`src/shared/usm_pkg.sv`:
```
// constants for the universal spi master: fifo shape, transmit word
// fields, hold encodings, state codes. assumes a single system clock.
package usm_pkg;
   localparam int unsigned DATA_W       = 32;
   localparam int unsigned FIFO_DEPTH   = 4;
   localparam int unsigned FIFO_AW      = 2;
   localparam int unsigned LVL_W        = 3;
   localparam int unsigned SPEED_W      = 12;
   localparam int unsigned LEN_W        = 6;
   localparam int unsigned EDGE_W       = 7;
   // variable-mode transmit word fields
   localparam int unsigned VCS_HI       = 31;
   localparam int unsigned VCS_LO       = 29;
   localparam int unsigned VLEN_HI      = 28;
   localparam int unsigned VLEN_LO      = 24;
   localparam int unsigned VDATA_HI     = 23;
   localparam int unsigned VDATA_PAD    = 8;
   // reset values and length limits of the configuration inputs' effect
   localparam logic [2:0]  CS_IDLE      = 3'h7;
   localparam logic [5:0]  LEN_MIN      = 6'h01;
   localparam logic [5:0]  LEN_FULL     = 6'h20;
   // extra data-out hold in system clocks per hold code
   localparam logic [2:0]  HOLD_C0      = 3'h0;
   localparam logic [2:0]  HOLD_C1      = 3'h1;
   localparam logic [2:0]  HOLD_C2      = 3'h4;
   localparam logic [2:0]  HOLD_C3      = 3'h7;
   // half-bit ticks in a full bit-time
   localparam logic [3:0]  HALVES_BIT   = 4'h2;
   typedef enum logic [2:0] {
      USM_IDLE   = 3'h0,
      USM_LOAD   = 3'h1,
      USM_SETUP  = 3'h3,
      USM_SHIFT  = 3'h2,
      USM_TAIL   = 3'h6,
      USM_HOLD   = 3'h7,
      USM_CSHIGH = 3'h5
   } usm_state_t;
endpackage : usm_pkg

```
`src/verilog/usm_master.sv`:
```
// universal spi master engine: transmit and receive fifos, bit timing,
// chip selects and status. assumes configuration inputs come from
// registers on ref_clk; miso_in is an asynchronous pin.
`timescale 1ns/1ps
// What this block does
// - fixed-length beat shifts one to thirty-two bits
// - variable-length beat shifts one to thirty-one bits, length per word
// - three independent chip-select outputs
// - transmit and receive fifos of four 32-bit words
// - output-change edge and input-sample edge selectable independently
// - serial clock idle level selectable high or low
// - shifting starts at most or least significant bit
// - chip select falls one and a half bit-times before first clock edge
// - one unchanged half-bit follows the last clock edge
// - optional extra half-bit hold at transfer end
// - chip select high at least one bit-time, plus zero to seven more
// - serial clock is system clock over twice (speed plus one)
// - data-out hold extended by zero, one, four or seven clocks
// - transmit-empty flag rises when the last word is popped
// - receive level reports exact words held
// - no receive-full interrupt; receive never outnumbers transmit
// - idle flag needs empty transmit fifo and all actions done
// - each burst carries at most thirty-two bits
// - continuing-address word keeps chip select asserted afterwards
// - ending-address word releases chip select after its burst
// - divider held in a twelve-bit speed field
// - variable word: bits 28:24 length, 23:0 data, msb from 23
// - variable chip-select word (with variable width only): bits 31:29 give the pattern
// - hold code 00/01/10/11 means 0/1/4/7 clocks
module usm_master #(
   parameter int unsigned DEPTH = usm_pkg::FIFO_DEPTH
) (
   input  wire logic                        ref_clk,
   input  wire logic                        arst_n,
   input  wire logic                        enable,
   input  wire logic [usm_pkg::SPEED_W-1:0] speed,
   input  wire logic [2:0]                  cs_pattern,
   input  wire logic                        post_input,
   input  wire logic                        var_cs,
   input  wire logic                        var_width,
   input  wire logic [1:0]                  hold_sel,
   input  wire logic                        in_rising,
   input  wire logic                        clear_fifos,
   input  wire logic                        out_rising,
   input  wire logic                        clk_idle_high,
   input  wire logic                        msb_first,
   input  wire logic [usm_pkg::LEN_W-1:0]   shift_len,
   input  wire logic [2:0]                  cs_high_extra,
   input  wire logic                        tx_push,
   input  wire logic                        tx_keep_cs,
   input  wire logic [usm_pkg::DATA_W-1:0]  tx_data,
   input  wire logic                        rx_pop,
   input  wire logic                        miso_in,
   output logic                             tx_full,
   output logic [usm_pkg::LVL_W-1:0]        tx_level,
   output logic [usm_pkg::DATA_W-1:0]       rx_data,
   output logic                             rx_empty,
   output logic [usm_pkg::LVL_W-1:0]        rx_level,
   output logic                             tx_empty_irq,
   output logic                             idle_irq,
   output logic                             serial_clock_out,
   output logic                             mosi_out,
   output logic [2:0]                       cs_n_out
);
   localparam int unsigned DW = usm_pkg::DATA_W;

   usm_pkg::usm_state_t state_q;
   logic [DW:0]                  tx_head;
   logic                         tx_empty;
   logic                         rx_full;
   logic                         tx_pop;
   logic                         rx_push;
   logic [DW-1:0]                rx_word;
   logic                         tick;
   logic                         run;
   logic [DW-1:0]                word_q;
   logic                         keep_q;
   logic [usm_pkg::LEN_W-1:0]    len_q;
   logic [usm_pkg::EDGE_W-1:0]   edge_q;
   logic [3:0]                   half_q;
   logic                         phase_q;
   logic                         first_q;
   logic [DW-1:0]                tx_sh_q;
   logic [DW-1:0]                rx_sh_q;
   logic                         pend_q;
   logic [2:0]                   hcnt_q;
   logic                         miso_meta_q;
   logic                         miso_q;
   logic                         rising;
   logic                         in_edge;
   logic                         out_edge;
   logic                         last_edge;
   logic                         finish;
   logic                         sample;
   logic                         next_bit;

   // length per word, clamped to at least one bit
   function automatic logic [usm_pkg::LEN_W-1:0] eff_len(input logic [DW-1:0] w,
                                                        input logic var_w,
                                                        input logic [5:0] fixed);
      logic [usm_pkg::LEN_W-1:0] l;
      l = var_w ? usm_pkg::LEN_W'(w[usm_pkg::VLEN_HI:usm_pkg::VLEN_LO]) : fixed;
      if (l == '0)
         l = usm_pkg::LEN_MIN;
      else if (l > usm_pkg::LEN_FULL)
         l = usm_pkg::LEN_FULL;
      return l;
   endfunction : eff_len

   function automatic logic [2:0] hold_cycles(input logic [1:0] code);
      logic [2:0] h;
      unique case (code)
         2'h0: h = usm_pkg::HOLD_C0;
         2'h1: h = usm_pkg::HOLD_C1;
         2'h2: h = usm_pkg::HOLD_C2;
         2'h3: h = usm_pkg::HOLD_C3;
      endcase
      return h;
   endfunction : hold_cycles

   // transmit fifo carries the keep-cs tag beside each word
   usm_fifo #(
      .WIDTH (DW + 1),
      .DEPTH (DEPTH),
      .AW    (usm_pkg::FIFO_AW),
      .LW    (usm_pkg::LVL_W)
   ) u_tx_fifo (
      .clk       (ref_clk),
      .arst_n    (arst_n),
      .flush     (clear_fifos),
      .push      (tx_push),
      .wr_data   ({tx_keep_cs, tx_data}),
      .pop       (tx_pop),
      .rd_data_q (tx_head),
      .empty_q   (tx_empty),
      .full_q    (tx_full),
      .count_q   (tx_level)
   );

   // receive fifo level is its own exact count
   usm_fifo #(
      .WIDTH (DW),
      .DEPTH (DEPTH),
      .AW    (usm_pkg::FIFO_AW),
      .LW    (usm_pkg::LVL_W)
   ) u_rx_fifo (
      .clk       (ref_clk),
      .arst_n    (arst_n),
      .flush     (clear_fifos),
      .push      (rx_push),
      .wr_data   (rx_word),
      .pop       (rx_pop),
      .rd_data_q (rx_data),
      .empty_q   (rx_empty),
      .full_q    (rx_full),
      .count_q   (rx_level)
   );

   assign run = (state_q != usm_pkg::USM_IDLE) && (state_q != usm_pkg::USM_LOAD);
   usm_tick #(
      .W (usm_pkg::SPEED_W)
   ) u_tick (
      .clk    (ref_clk),
      .arst_n (arst_n),
      .run    (run),
      .div    (speed),
      .tick_q (tick)
   );

   always_ff @(posedge ref_clk or negedge arst_n)
   begin
      if (!arst_n)
      begin
         miso_meta_q <= 1'b0;
         miso_q      <= 1'b0;
      end
      else
      begin
         miso_meta_q <= miso_in;
         miso_q      <= miso_meta_q;
      end
   end

   // edge direction from the physical clock level about to appear
   assign rising    = (~phase_q) ^ clk_idle_high;
   assign in_edge   = tick && (state_q == usm_pkg::USM_SHIFT) && (rising == in_rising);
   assign out_edge  = tick && (state_q == usm_pkg::USM_SHIFT) && (rising == out_rising)
                      && (edge_q != '0);
   assign last_edge = (edge_q == usm_pkg::EDGE_W'({len_q, 1'b0} - 1'b1));
   // a transfer starts only while enabled
   assign tx_pop    = (state_q == usm_pkg::USM_IDLE) && enable && !tx_empty && !clear_fifos;
   assign finish    = tick && ((state_q == usm_pkg::USM_HOLD) ||
                      ((state_q == usm_pkg::USM_TAIL) && !post_input));
   // post-input skips the first sample and takes a dangling one
   assign sample    = (in_edge && !(post_input && first_q)) ||
                      (tick && (state_q == usm_pkg::USM_HOLD));
   // one receive push per burst unless the receive fifo is full, in pop order
   assign rx_push   = finish && !rx_full;
   assign rx_word   = msb_first ? rx_sh_q : rx_sh_q >> (usm_pkg::LEN_FULL - len_q);
   assign next_bit  = msb_first ? tx_sh_q[DW-2] : tx_sh_q[1];

   // sequencer
   always_ff @(posedge ref_clk or negedge arst_n)
   begin
      if (!arst_n)
         state_q <= usm_pkg::USM_IDLE;
      else
      begin
         unique case (state_q)
            usm_pkg::USM_IDLE:
               if (tx_pop)
                  state_q <= usm_pkg::USM_LOAD;
            usm_pkg::USM_LOAD:
               state_q <= usm_pkg::USM_SETUP;
            // one full bit with chip select low before clocking
            usm_pkg::USM_SETUP:
               if (tick && half_q == usm_pkg::HALVES_BIT - 1'b1)
                  state_q <= usm_pkg::USM_SHIFT;
            usm_pkg::USM_SHIFT:
               if (tick && last_edge)
                  state_q <= usm_pkg::USM_TAIL;
            // unchanged half-bit after the last edge
            usm_pkg::USM_TAIL:
               if (tick)
                  state_q <= post_input ? usm_pkg::USM_HOLD :
                             keep_q ? usm_pkg::USM_IDLE : usm_pkg::USM_CSHIGH;
            usm_pkg::USM_HOLD:
               if (tick)
                  state_q <= keep_q ? usm_pkg::USM_IDLE : usm_pkg::USM_CSHIGH;
            // chip select high for one bit plus extra bit-times
            usm_pkg::USM_CSHIGH:
               if (tick && half_q == usm_pkg::HALVES_BIT + {cs_high_extra, 1'b0} - 1'b1)
                  state_q <= usm_pkg::USM_IDLE;
            default:
               state_q <= usm_pkg::USM_IDLE;
         endcase
      end
   end

   // half-bit counter, counts ticks in setup and chip-select high, cleared in other states
   always_ff @(posedge ref_clk or negedge arst_n)
   begin
      if (!arst_n)
         half_q <= '0;
      else if (!run || (tick && state_q != usm_pkg::USM_SETUP &&
                        state_q != usm_pkg::USM_CSHIGH))
         half_q <= '0;
      else if (tick && state_q == usm_pkg::USM_SETUP && half_q == usm_pkg::HALVES_BIT - 1'b1)
         half_q <= '0;
      else if (tick)
         half_q <= half_q + 1'b1;
   end

   // word capture and per-burst settings
   always_ff @(posedge ref_clk or negedge arst_n)
   begin
      if (!arst_n)
      begin
         word_q <= '0;
         keep_q <= 1'b0;
         len_q  <= usm_pkg::LEN_MIN;
      end
      else if (tx_pop)
      begin
         word_q <= tx_head[DW-1:0];
         // keep or release tag travels with the word
         keep_q <= tx_head[DW];
         len_q  <= eff_len(tx_head[DW-1:0], var_width, shift_len);
      end
   end

   // clock phase and physical output level
   always_ff @(posedge ref_clk or negedge arst_n)
   begin
      if (!arst_n)
      begin
         phase_q          <= 1'b0;
         edge_q           <= '0;
         serial_clock_out <= 1'b0;
      end
      else
      begin
         if (state_q == usm_pkg::USM_LOAD)
         begin
            phase_q <= 1'b0;
            edge_q  <= '0;
         end
         else if (tick && state_q == usm_pkg::USM_SHIFT)
         begin
            phase_q <= ~phase_q;
            edge_q  <= edge_q + 1'b1;
         end
         serial_clock_out <= ((tick && state_q == usm_pkg::USM_SHIFT) ? ~phase_q : phase_q)
                             ^ clk_idle_high;
      end
   end

   always_ff @(posedge ref_clk or negedge arst_n)
   begin
      if (!arst_n)
         tx_sh_q <= '0;
      else if (state_q == usm_pkg::USM_LOAD)
         tx_sh_q <= (var_width && msb_first) ?
                    {word_q[usm_pkg::VDATA_HI:0], usm_pkg::VDATA_PAD'(0)} : word_q;
      else if (out_edge)
         tx_sh_q <= msb_first ? {tx_sh_q[DW-2:0], 1'b0} : {1'b0, tx_sh_q[DW-1:1]};
   end

   // data-out change delayed by the hold count
   always_ff @(posedge ref_clk or negedge arst_n)
   begin
      if (!arst_n)
      begin
         mosi_out <= 1'b0;
         pend_q   <= 1'b0;
         hcnt_q   <= '0;
      end
      else if (state_q == usm_pkg::USM_LOAD)
      begin
         mosi_out <= msb_first ? (var_width ? word_q[usm_pkg::VDATA_HI] : word_q[DW-1])
                               : word_q[0];
         hcnt_q   <= '0;
      end
      else if (out_edge && hold_cycles(hold_sel) == '0)
         mosi_out <= next_bit;
      else if (out_edge)
      begin
         pend_q <= next_bit;
         hcnt_q <= hold_cycles(hold_sel);
      end
      else if (hcnt_q != '0)
      begin
         hcnt_q <= hcnt_q - 1'b1;
         if (hcnt_q == 3'h1)
            mosi_out <= pend_q;
      end
   end

   // receive shift register
   always_ff @(posedge ref_clk or negedge arst_n)
   begin
      if (!arst_n)
      begin
         rx_sh_q <= '0;
         first_q <= 1'b1;
      end
      else if (state_q == usm_pkg::USM_LOAD)
      begin
         rx_sh_q <= '0;
         first_q <= 1'b1;
      end
      else
      begin
         if (in_edge)
            first_q <= 1'b0;
         if (sample)
            rx_sh_q <= msb_first ? {rx_sh_q[DW-2:0], miso_q} : {miso_q, rx_sh_q[DW-1:1]};
      end
   end

   // chip-select pattern while active or held by keep_q, all high otherwise
   always_ff @(posedge ref_clk or negedge arst_n)
   begin
      if (!arst_n)
         cs_n_out <= usm_pkg::CS_IDLE;
      else if (state_q == usm_pkg::USM_LOAD)
         cs_n_out <= (var_cs && var_width) ? word_q[usm_pkg::VCS_HI:usm_pkg::VCS_LO]
                                           : cs_pattern;
      else if (finish && !keep_q)
         cs_n_out <= usm_pkg::CS_IDLE;
   end

   always_ff @(posedge ref_clk or negedge arst_n)
   begin
      if (!arst_n)
      begin
         tx_empty_irq <= 1'b1;
         idle_irq     <= 1'b1;
      end
      else
      begin
         tx_empty_irq <= tx_empty;
         idle_irq     <= tx_empty && (state_q == usm_pkg::USM_IDLE) &&
                         (cs_n_out == usm_pkg::CS_IDLE || keep_q);
      end
   end
endmodule : usm_master

```
`src/verilog/usm_fifo.sv`:
```
// small fifo with registered first-word read data and registered flags.
// assumes push is ignored when full and pop when empty.
`timescale 1ns/1ps
module usm_fifo #(
   parameter int unsigned WIDTH = 32,
   parameter int unsigned DEPTH = 4,
   parameter int unsigned AW    = 2,
   parameter int unsigned LW    = 3
) (
   input  wire logic             clk,
   input  wire logic             arst_n,
   input  wire logic             flush,
   input  wire logic             push,
   input  wire logic [WIDTH-1:0] wr_data,
   input  wire logic             pop,
   output logic      [WIDTH-1:0] rd_data_q,
   output logic                  empty_q,
   output logic                  full_q,
   output logic      [LW-1:0]    count_q
);
   logic [WIDTH-1:0] mem_q [DEPTH];
   logic [AW-1:0]    wr_ptr_q;
   logic [AW-1:0]    rd_ptr_q;
   logic [AW-1:0]    rd_ptr_d;
   logic [LW-1:0]    count_d;
   logic             do_push;
   logic             do_pop;

   assign do_push  = push && !full_q;
   assign do_pop   = pop && !empty_q;
   assign rd_ptr_d = do_pop ? rd_ptr_q + 1'b1 : rd_ptr_q;
   assign count_d  = count_q + LW'(do_push) - LW'(do_pop);

   always_ff @(posedge clk)
   begin
      if (do_push)
         mem_q[wr_ptr_q] <= wr_data;
   end

   // read data comes from a register, bypassing a same-cycle write
   always_ff @(posedge clk or negedge arst_n)
   begin
      if (!arst_n)
         rd_data_q <= '0;
      else if (do_push && wr_ptr_q == rd_ptr_d)
         rd_data_q <= wr_data;
      else
         rd_data_q <= mem_q[rd_ptr_d];
   end

   always_ff @(posedge clk or negedge arst_n)
   begin
      if (!arst_n)
      begin
         wr_ptr_q <= '0;
         rd_ptr_q <= '0;
         count_q  <= '0;
         empty_q  <= 1'b1;
         full_q   <= 1'b0;
      end
      else if (flush)
      begin
         wr_ptr_q <= '0;
         rd_ptr_q <= '0;
         count_q  <= '0;
         empty_q  <= 1'b1;
         full_q   <= 1'b0;
      end
      else
      begin
         wr_ptr_q <= do_push ? wr_ptr_q + 1'b1 : wr_ptr_q;
         rd_ptr_q <= rd_ptr_d;
         count_q  <= count_d;
         empty_q  <= (count_d == '0);
         full_q   <= (count_d == LW'(DEPTH));
      end
   end
endmodule : usm_fifo

```
`src/verilog/usm_tick.sv`:
```
// half-bit tick divider: one pulse every div+1 system clocks while run.
// assumes run drops for at least one cycle to restart the phase.
`timescale 1ns/1ps
module usm_tick #(
   parameter int unsigned W = 12
) (
   input  wire logic         clk,
   input  wire logic         arst_n,
   input  wire logic         run,
   input  wire logic [W-1:0] div,
   output logic              tick_q
);
   logic [W-1:0] cnt_q;

   always_ff @(posedge clk or negedge arst_n)
   begin
      if (!arst_n)
      begin
         cnt_q  <= '0;
         tick_q <= 1'b0;
      end
      else if (!run)
      begin
         cnt_q  <= '0;
         tick_q <= 1'b0;
      end
      else if (cnt_q == div)
      begin
         cnt_q  <= '0;
         tick_q <= 1'b1;
      end
      else
      begin
         cnt_q  <= cnt_q + 1'b1;
         tick_q <= 1'b0;
      end
   end
endmodule : usm_tick

```
`config.mk`:
```
export PLATFORM = sky130hd
export DESIGN_NAME = usm_master
export DESIGN_NICKNAME = d
export VERILOG_FILES = /design/src/shared/usm_pkg.sv /design/src/verilog/usm_master.sv /design/src/verilog/usm_fifo.sv /design/src/verilog/usm_tick.sv
export SDC_FILE = /design/constraint.sdc
export NUM_CORES = 1
export LEC_CHECK = 0
export BUFFER_PORTS_ARGS = -buffer_cell sky130_fd_sc_hd__buf_2
export CORE_MARGIN = 2
export CORE_UTILIZATION = 30
export CTS_BUF_LIST = sky130_fd_sc_hd__clkbuf_8
export CTS_CLUSTER_DIAMETER = 100
export DETAILED_ROUTE_END_ITERATION = 12
export PLACE_DENSITY = 0.45
export SYNTH_ARGS = -nofsm -noshare
export SYNTH_HDL_FRONTEND = slang
export SYNTH_SLANG_ARGS = --single-unit
```
`constraint.sdc`:
```
create_clock -name ref_clk -period 9.7 [get_ports ref_clk]
set_input_delay 0.485 -clock ref_clk [delete_from_list [all_inputs] [get_ports ref_clk]]
set_output_delay 0.485 -clock ref_clk [all_outputs]
set_load 0.1 [all_outputs]
```
Word-level counts from Yosys, hierarchy flattened
Memories as Yosys holds them, arrays and structs flattened. A register that Yosys moved wholly into a read port is not among the register bits.
Index checks and enable logic that the tools add are counted.
W data, S select, Z words.
{"block": "totals", "inputBits": 73, "word_cells": 224, "mem_bits_rw": 260, "ff_bits": 163, "mem_count": 2, "out_inout_bits": 47}
{"memory": "u_tx_fifo.mem_q", "depth": 4, "width": 33, "read_ports": 1, "rd_clocked_by_memory_dff": 1, "write_ports": 1, "line_no": "usm_fifo.sv:21", "rtl": "logic [WIDTH-1:0] mem_q [DEPTH];"}
{"memory": "u_rx_fifo.mem_q", "depth": 4, "width": 32, "read_ports": 1, "rd_clocked_by_memory_dff": 1, "write_ports": 1, "line_no": "usm_fifo.sv:21"}
{"block": "op_classes", "n_eq_ne": 30, "n_shift": 1, "order_cmp": 1, "bitwise": 5, "mux": 68, "n_reduce_logical": 70, "n_addsub": 16}
{"cell": "$mux W32", "count": 8}
{"cell": "$mux W3", "count": 18}
{"cell": "$shr A32 B6 Y32", "count": 1}
{"cell": "$logic_and A1 B1 Y1", "count": 31}
{"cell": "$mux W12", "count": 2}
{"cell": "$mux W1", "count": 22}
{"cell": "$pmux W3 S7", "count": 1}
{"cell": "$eq A3 B3 Y1 const B", "count": 6}
{"cell": "$mux W6", "count": 3}
{"cell": "$reduce_bool A3 Y1", "count": 6}
{"cell": "$mux W2", "count": 8}
{"cell": "$mux W7", "count": 2}
{"cell": "$reduce_bool A2 Y1", "count": 7}
{"cell": "$add A12 B1 Y12 const B", "count": 1}
{"cell": "$eq A12 B12 Y1", "count": 1}
{"cell": "$logic_not A3 Y1", "count": 4}
{"cell": "$mux W4", "count": 3}
{"cell": "$pmux W3 S4", "count": 1}
{"cell": "$logic_not A1 Y1", "count": 11}
{"cell": "$add A2 B1 Y2 const B", "count": 4}
{"cell": "$ne A2 B2 Y1 const B", "count": 4}
{"cell": "$add A7 B1 Y7 const B", "count": 1}
{"cell": "$eq A7 B7 Y1", "count": 1}
{"cell": "$reduce_bool A7 Y1", "count": 1}
{"cell": "28 further kinds", "count": 44}

Depth between registers and ports, before layout
{"block": "depth", "ltp_word": 10, "mapped_depth": 14, "depth_no_buf": 11}

Cells and area by module
From an unflattened synthesis, not the netlist that was laid out.
{"block": "hier_totals", "cells_unflattened": 2352, "area_unflattened_um2": 26181.4}
{"mod": "usm_master", "cells_per_inst": 910, "area_per_inst_um2": 8757.1, "instances": 1, "seq_area_each_um2": 3311.9}
{"mod": "usm_fifo at u_tx_fifo", "cells_per_inst": 693, "area_per_inst_um2": 8451.9, "instances": 1, "seq_area_each_um2": 5016.1}
{"mod": "usm_fifo at u_rx_fifo", "cells_per_inst": 675, "area_per_inst_um2": 8234.1, "instances": 1, "seq_area_each_um2": 4870.9}
{"mod": "usm_tick", "cells_per_inst": 74, "area_per_inst_um2": 738.2, "instances": 1, "seq_area_each_um2": 325.3}

Worst setup path before layout
Ideal clock, no wire load.
{"block": "synth_timing", "path_kind": "register to register", "from": "reg len_q[0] (netlist name)", "to": "reg u_rx_fifo.rd_data_q[8] (read register of u_rx_fifo.mem_q)", "arrival_time_ps": 3324, "required_time_ps": 9575, "slack_ps": 6251, "path_buffers": 6, "setup_ps": 125, "stages_incl_launch_ff": 13, "period_less_slack_ps": 3449, "cell_sequence": "dfstp_2 buf_6 buf_4 clkinv_2 buf_2 ha_1 buf_2 buf_2 buf_2 mux4_2 mux4_2 a21o_1 mux2_2"}
{"item": "to (decl)", "line_no": "usm_fifo.sv:16", "rtl": "output logic [WIDTH-1:0] rd_data_q,"}

==> flow_summary.yaml <==
global_route:
  grt_max_degree: 167
  globalRouteMet1Util: 0.205
  grt_use_met3: 0.0270
  grt_pass1_wl_mm: 91.7
  grt_use_total: 0.153
  grt_overflow: 0
  grt_pass1_vias: 15100
  gr-max-usage-layer: "met2"
  met2_usage: 0.251
  grt_antenna_before_repair: 4
routing:
  detail_route.first_pass.iterations: 6
  avgRoutedWirePerCell_um: 20.1
  vias_per_cell: 4.96
  routed_wl_mm: 58.1
  vias: 14400
  postRouteAntennaNets: 0
  initialDrtViolationCount: 1106
  route.detailed.drc: 0
critical_path:
  slowest_stage: "dfstp_2"
  startpoint_type: "register"
  crit_path_frequent_cell: "mux2i_1"
  cp_max_fo: 42
  setup.worst_path.class: "reg -> reg"
  end_kind: "register"
  worst_path_largest_cell_delay_ps: 1090
  crit_chain: "clkinv_2 -> ha_1 -> buf_4 -> mux2i_1 -> mux2i_1 -> mux2i_1 -> a32oi_1 -> a41o_1 -> mux2_2"
  worstPathArrival_ps: 5120
  critPathRequiredTime_ps: 10260
synth:
  netlist_instances: 1679
  synth_nets: 1775
  yosys.area_share.xor_xnor: 0.0255
  ys.flop_type: "edfxtp_1"
  synth_simple_gate_area_frac: 0.0974
  syn_area_sq_mm: 0.0225
  synth-adder-area-share: 0.0135
  avgSynthCellArea_sq_um: 13.4
  synth.area.top_cells: "edfxtp_1 (35%), dfrtp_1 (24%), mux4_2 (8.1%)"
  synthMuxAreaShare: 0.171
  ys_async_sr_fraction: 0.467
  yosysSeqAreaShare: 0.601
  synth_edf_count: 260
  yosys_warnings: 0
  synth_top_area_cell: "edfxtp_1"
  synth-seq-cells: 488
  ys_types: 86
  synth_top_family_by_area: "multiplexers"
  synth_compound_area_frac: 0.0666
  synth_top_area_share: 0.347
pwr:
  p_leak_uw: 0.0104
  p_int_uw: 3520
  netSwitchingFraction: 0.268
  report.power.total_uw: 4800
  comb_power_share: 0.111
  ir_drop_mv: 0.112
  seqPwrFrac: 0.490
  p_sw_uw: 1290
  cellPowerDensity_mw_per_mm2: 183
  clockPowerShare: 0.398
sta:
  rsz0062_at_grt: "no"
  clock_skew_ps: 59.0
  hold_ws_ps: 60.7
  max_freq_ghz: 0.219
  tightest_slew_ps: 1110
  finalSetupViolCount: 0
  slew_headroom: 0.255
  min_period_ps: 4560
  slew_viol_final: 0
  period_share: 0.470
  hold_viol_final: 0
  final.setup.tns_ps: 0
cells_and_area:
  num-nets-final: 1947
  regArea_sq_mm: 0.0135
  nFillCells: 7339
  layout-drive-gt1-share: 0.254
  multi_input_comb_area_sq_mm: 0.00849
  area_growth_pct: 16.7
floorplan:
  initial_core_util: 0.303
  row_count: 100
  chipHeight_um: 278
  io_pins: 120
  die_w_um: 278
  core_sq_mm: 0.0743
  die_area_sq_mm: 0.0772
clock_tree:
  cts_inserted_buffers: 88
  cts_tree: "yes"
  clock_sinks: 488
  cts-root-buf: "clkbuf_8"
  clk_path_buf_depth: 3
  path_clk_slew_ps: 60
  post_cts_resized: 0
  clk_latency_ps: 730
  h-tree-depth: 3
place:
  dp_hpwl_mm: 37.3
  routabilityCongestion: 0.897
  io_buffers: 119
run_status:
  outcome: "finished, final reports clean"
worst_hold_path:
  hp-class: "in -> reg"
job:
  cap_viol_max_count: 0
path summary, 6_finish.rpt:
kind / slack (ps) / start / depth (start not counted) / end
max reg2reg: 5140 / len_q[0]$_DFFE_PN1N_ / 9 / u_rx_fifo.rd_data_q[1]$_DFF_PN0_
max: 5140 / len_q[0]$_DFFE_PN1N_ / 9 / u_rx_fifo.rd_data_q[1]$_DFF_PN0_
min in group asynchronous: 370 / arst_n / 2 / u_rx_fifo.rd_data_q[26]$_DFF_PN0_
min: 60 / tx_data[29] / 1 / u_tx_fifo.mem_q[2][29]$_DFFE_PP_
max in group asynchronous: 7900 / arst_n / 3 / rx_sh_q[15]$_DFFE_PN0P_
min reg2reg: 350 / miso_meta_q$_DFF_PN0_ / 0 / miso_q$_DFF_PN0_
cell usage after synthesis (4+ instances only):
cell / number
clkbuf_1: 52
xor2_1: 32
nand3_1: 44
nor2_1: 106
ha_1: 21
dfstp_2: 9
nand4_1: 6
a32oi_1: 4
or3_1: 5
edfxtp_1: 260
mux2i_1: 88
o211ai_1: 17
o21ai_0: 16
buf_4: 7
mux2_2: 97
a221o_1: 8
a21o_1: 4
nand2b_1: 12
xnor2_1: 26
nor4_1: 7
o22ai_1: 12
a31oi_1: 16
nor3_1: 9
a22o_1: 4
dfrtp_1: 219
o221ai_1: 25
mux2_1: 5
o21ai_1: 15
and3_1: 9
nand2_1: 259
and2_1: 9
a21oi_1: 55
o311ai_0: 4
mux4_2: 81
inv_1: 28
buf_1: 5
buf_2: 28
a211oi_1: 4
state kept, by name, indices dropped and copies added, names as in the netlist, 3 cells and up:
signal	cells
u_tx_fifo.mem_q	132
u_rx_fifo.mem_q	128
u_tx_fifo.rd_data_q	33
rx_sh_q	32
tx_sh_q	32
u_rx_fifo.rd_data_q	32
word_q	32
u_tick.cnt_q	12
edge_q	7
len_q	6
half_q	4
cs_n_out	3
hcnt_q	3
state_q	3
u_rx_fifo.count_q	3
u_tx_fifo.count_q	3
per-stage QoR:
stage,setup WS [ps],area (sq um),instances,utilization
after floorplan,6250,22500,1679,-
after global placement,5280,24200,2698,0.325
after detailed placement,5190,24200,2698,0.325
after CTS,5110,26300,2895,0.353
after global routing,4780,26300,2896,0.353
final,5140,26300,2896,0.353
logic make-up (layout without fill, tap and decap cells):
group,count (synthesis),in the layout
AO/OA/AOI/OAI,216,216
XOR/XNOR,62,62
adder cells (fa/ha/maj),23,23
buffers and inverters,126,373
flip-flops,488,488
multiplexers,271,271
other,0,1
AND/OR/NAND/NOR,493,493
layout make-up:
class                      count  area share
sequential                   488       0.515
multi-input combinational   1065       0.323
clock buffer                 106      0.0555
tap                          969      0.0462
timing repair buffer         177      0.0432
clock inverter                59      0.0123
inverter                      31     0.00448
antenna                        1   0.0000953
critical path, delay by kind of cell (launching register included):
| kind | cells | cell delay, ps |
|---|---|---|
| AO/OA/AOI/OAI | 2 | 460 |
| adder cells (fa/ha/maj) | 1 | 490 |
| buffers and inverters | 2 | 1010 |
| flip-flops | 1 | 1090 |
| multiplexers | 4 | 1340 |
repair_timing:
item                      in CTS  in global routing
hold endpoints to repair     193                  0
buffers inserted               0                  0
hold buffers                  32                  0
power groups by stage:
stage / combinational, uW / clock, uW / sequential, uW
floorplan: 311 / 0 / 2460
global placement: 533 / 0 / 2400
detailed placement: 538 / 0 / 2400
CTS: 551 / 1980 / 2360
global route: 590 / 2080 / 2370
finish: 535 / 1910 / 2360
layer usage:
metal  wire, um  vias up
met5         39        -
met4       1440        6
met3       2450      115
met2      28000      341
met1      26200     7303
li1           -     6610
layout by cell type, fill, tap and decap left out, drive strengths merged, types with 8 or more instances in the layout:
cell type and count:
nand2 261, edfxtp 260, dfrtp 219, buf 145, nor2 108, clkbuf 106
mux2 102, mux2i 88, mux4 81, inv 70, a21oi 55, nand3 46
xor2 34, dlygate4sd3 32, o21ai 32, xnor2 28, o221ai 25, ha 21
clkinv 19, o211ai 17, a31oi 16, nand2b 12, o22ai 12, nor3 10
and3 10, dfstp 9, and2 9, a221o 8
Note: power is estimated with default switching activity, not from simulation.
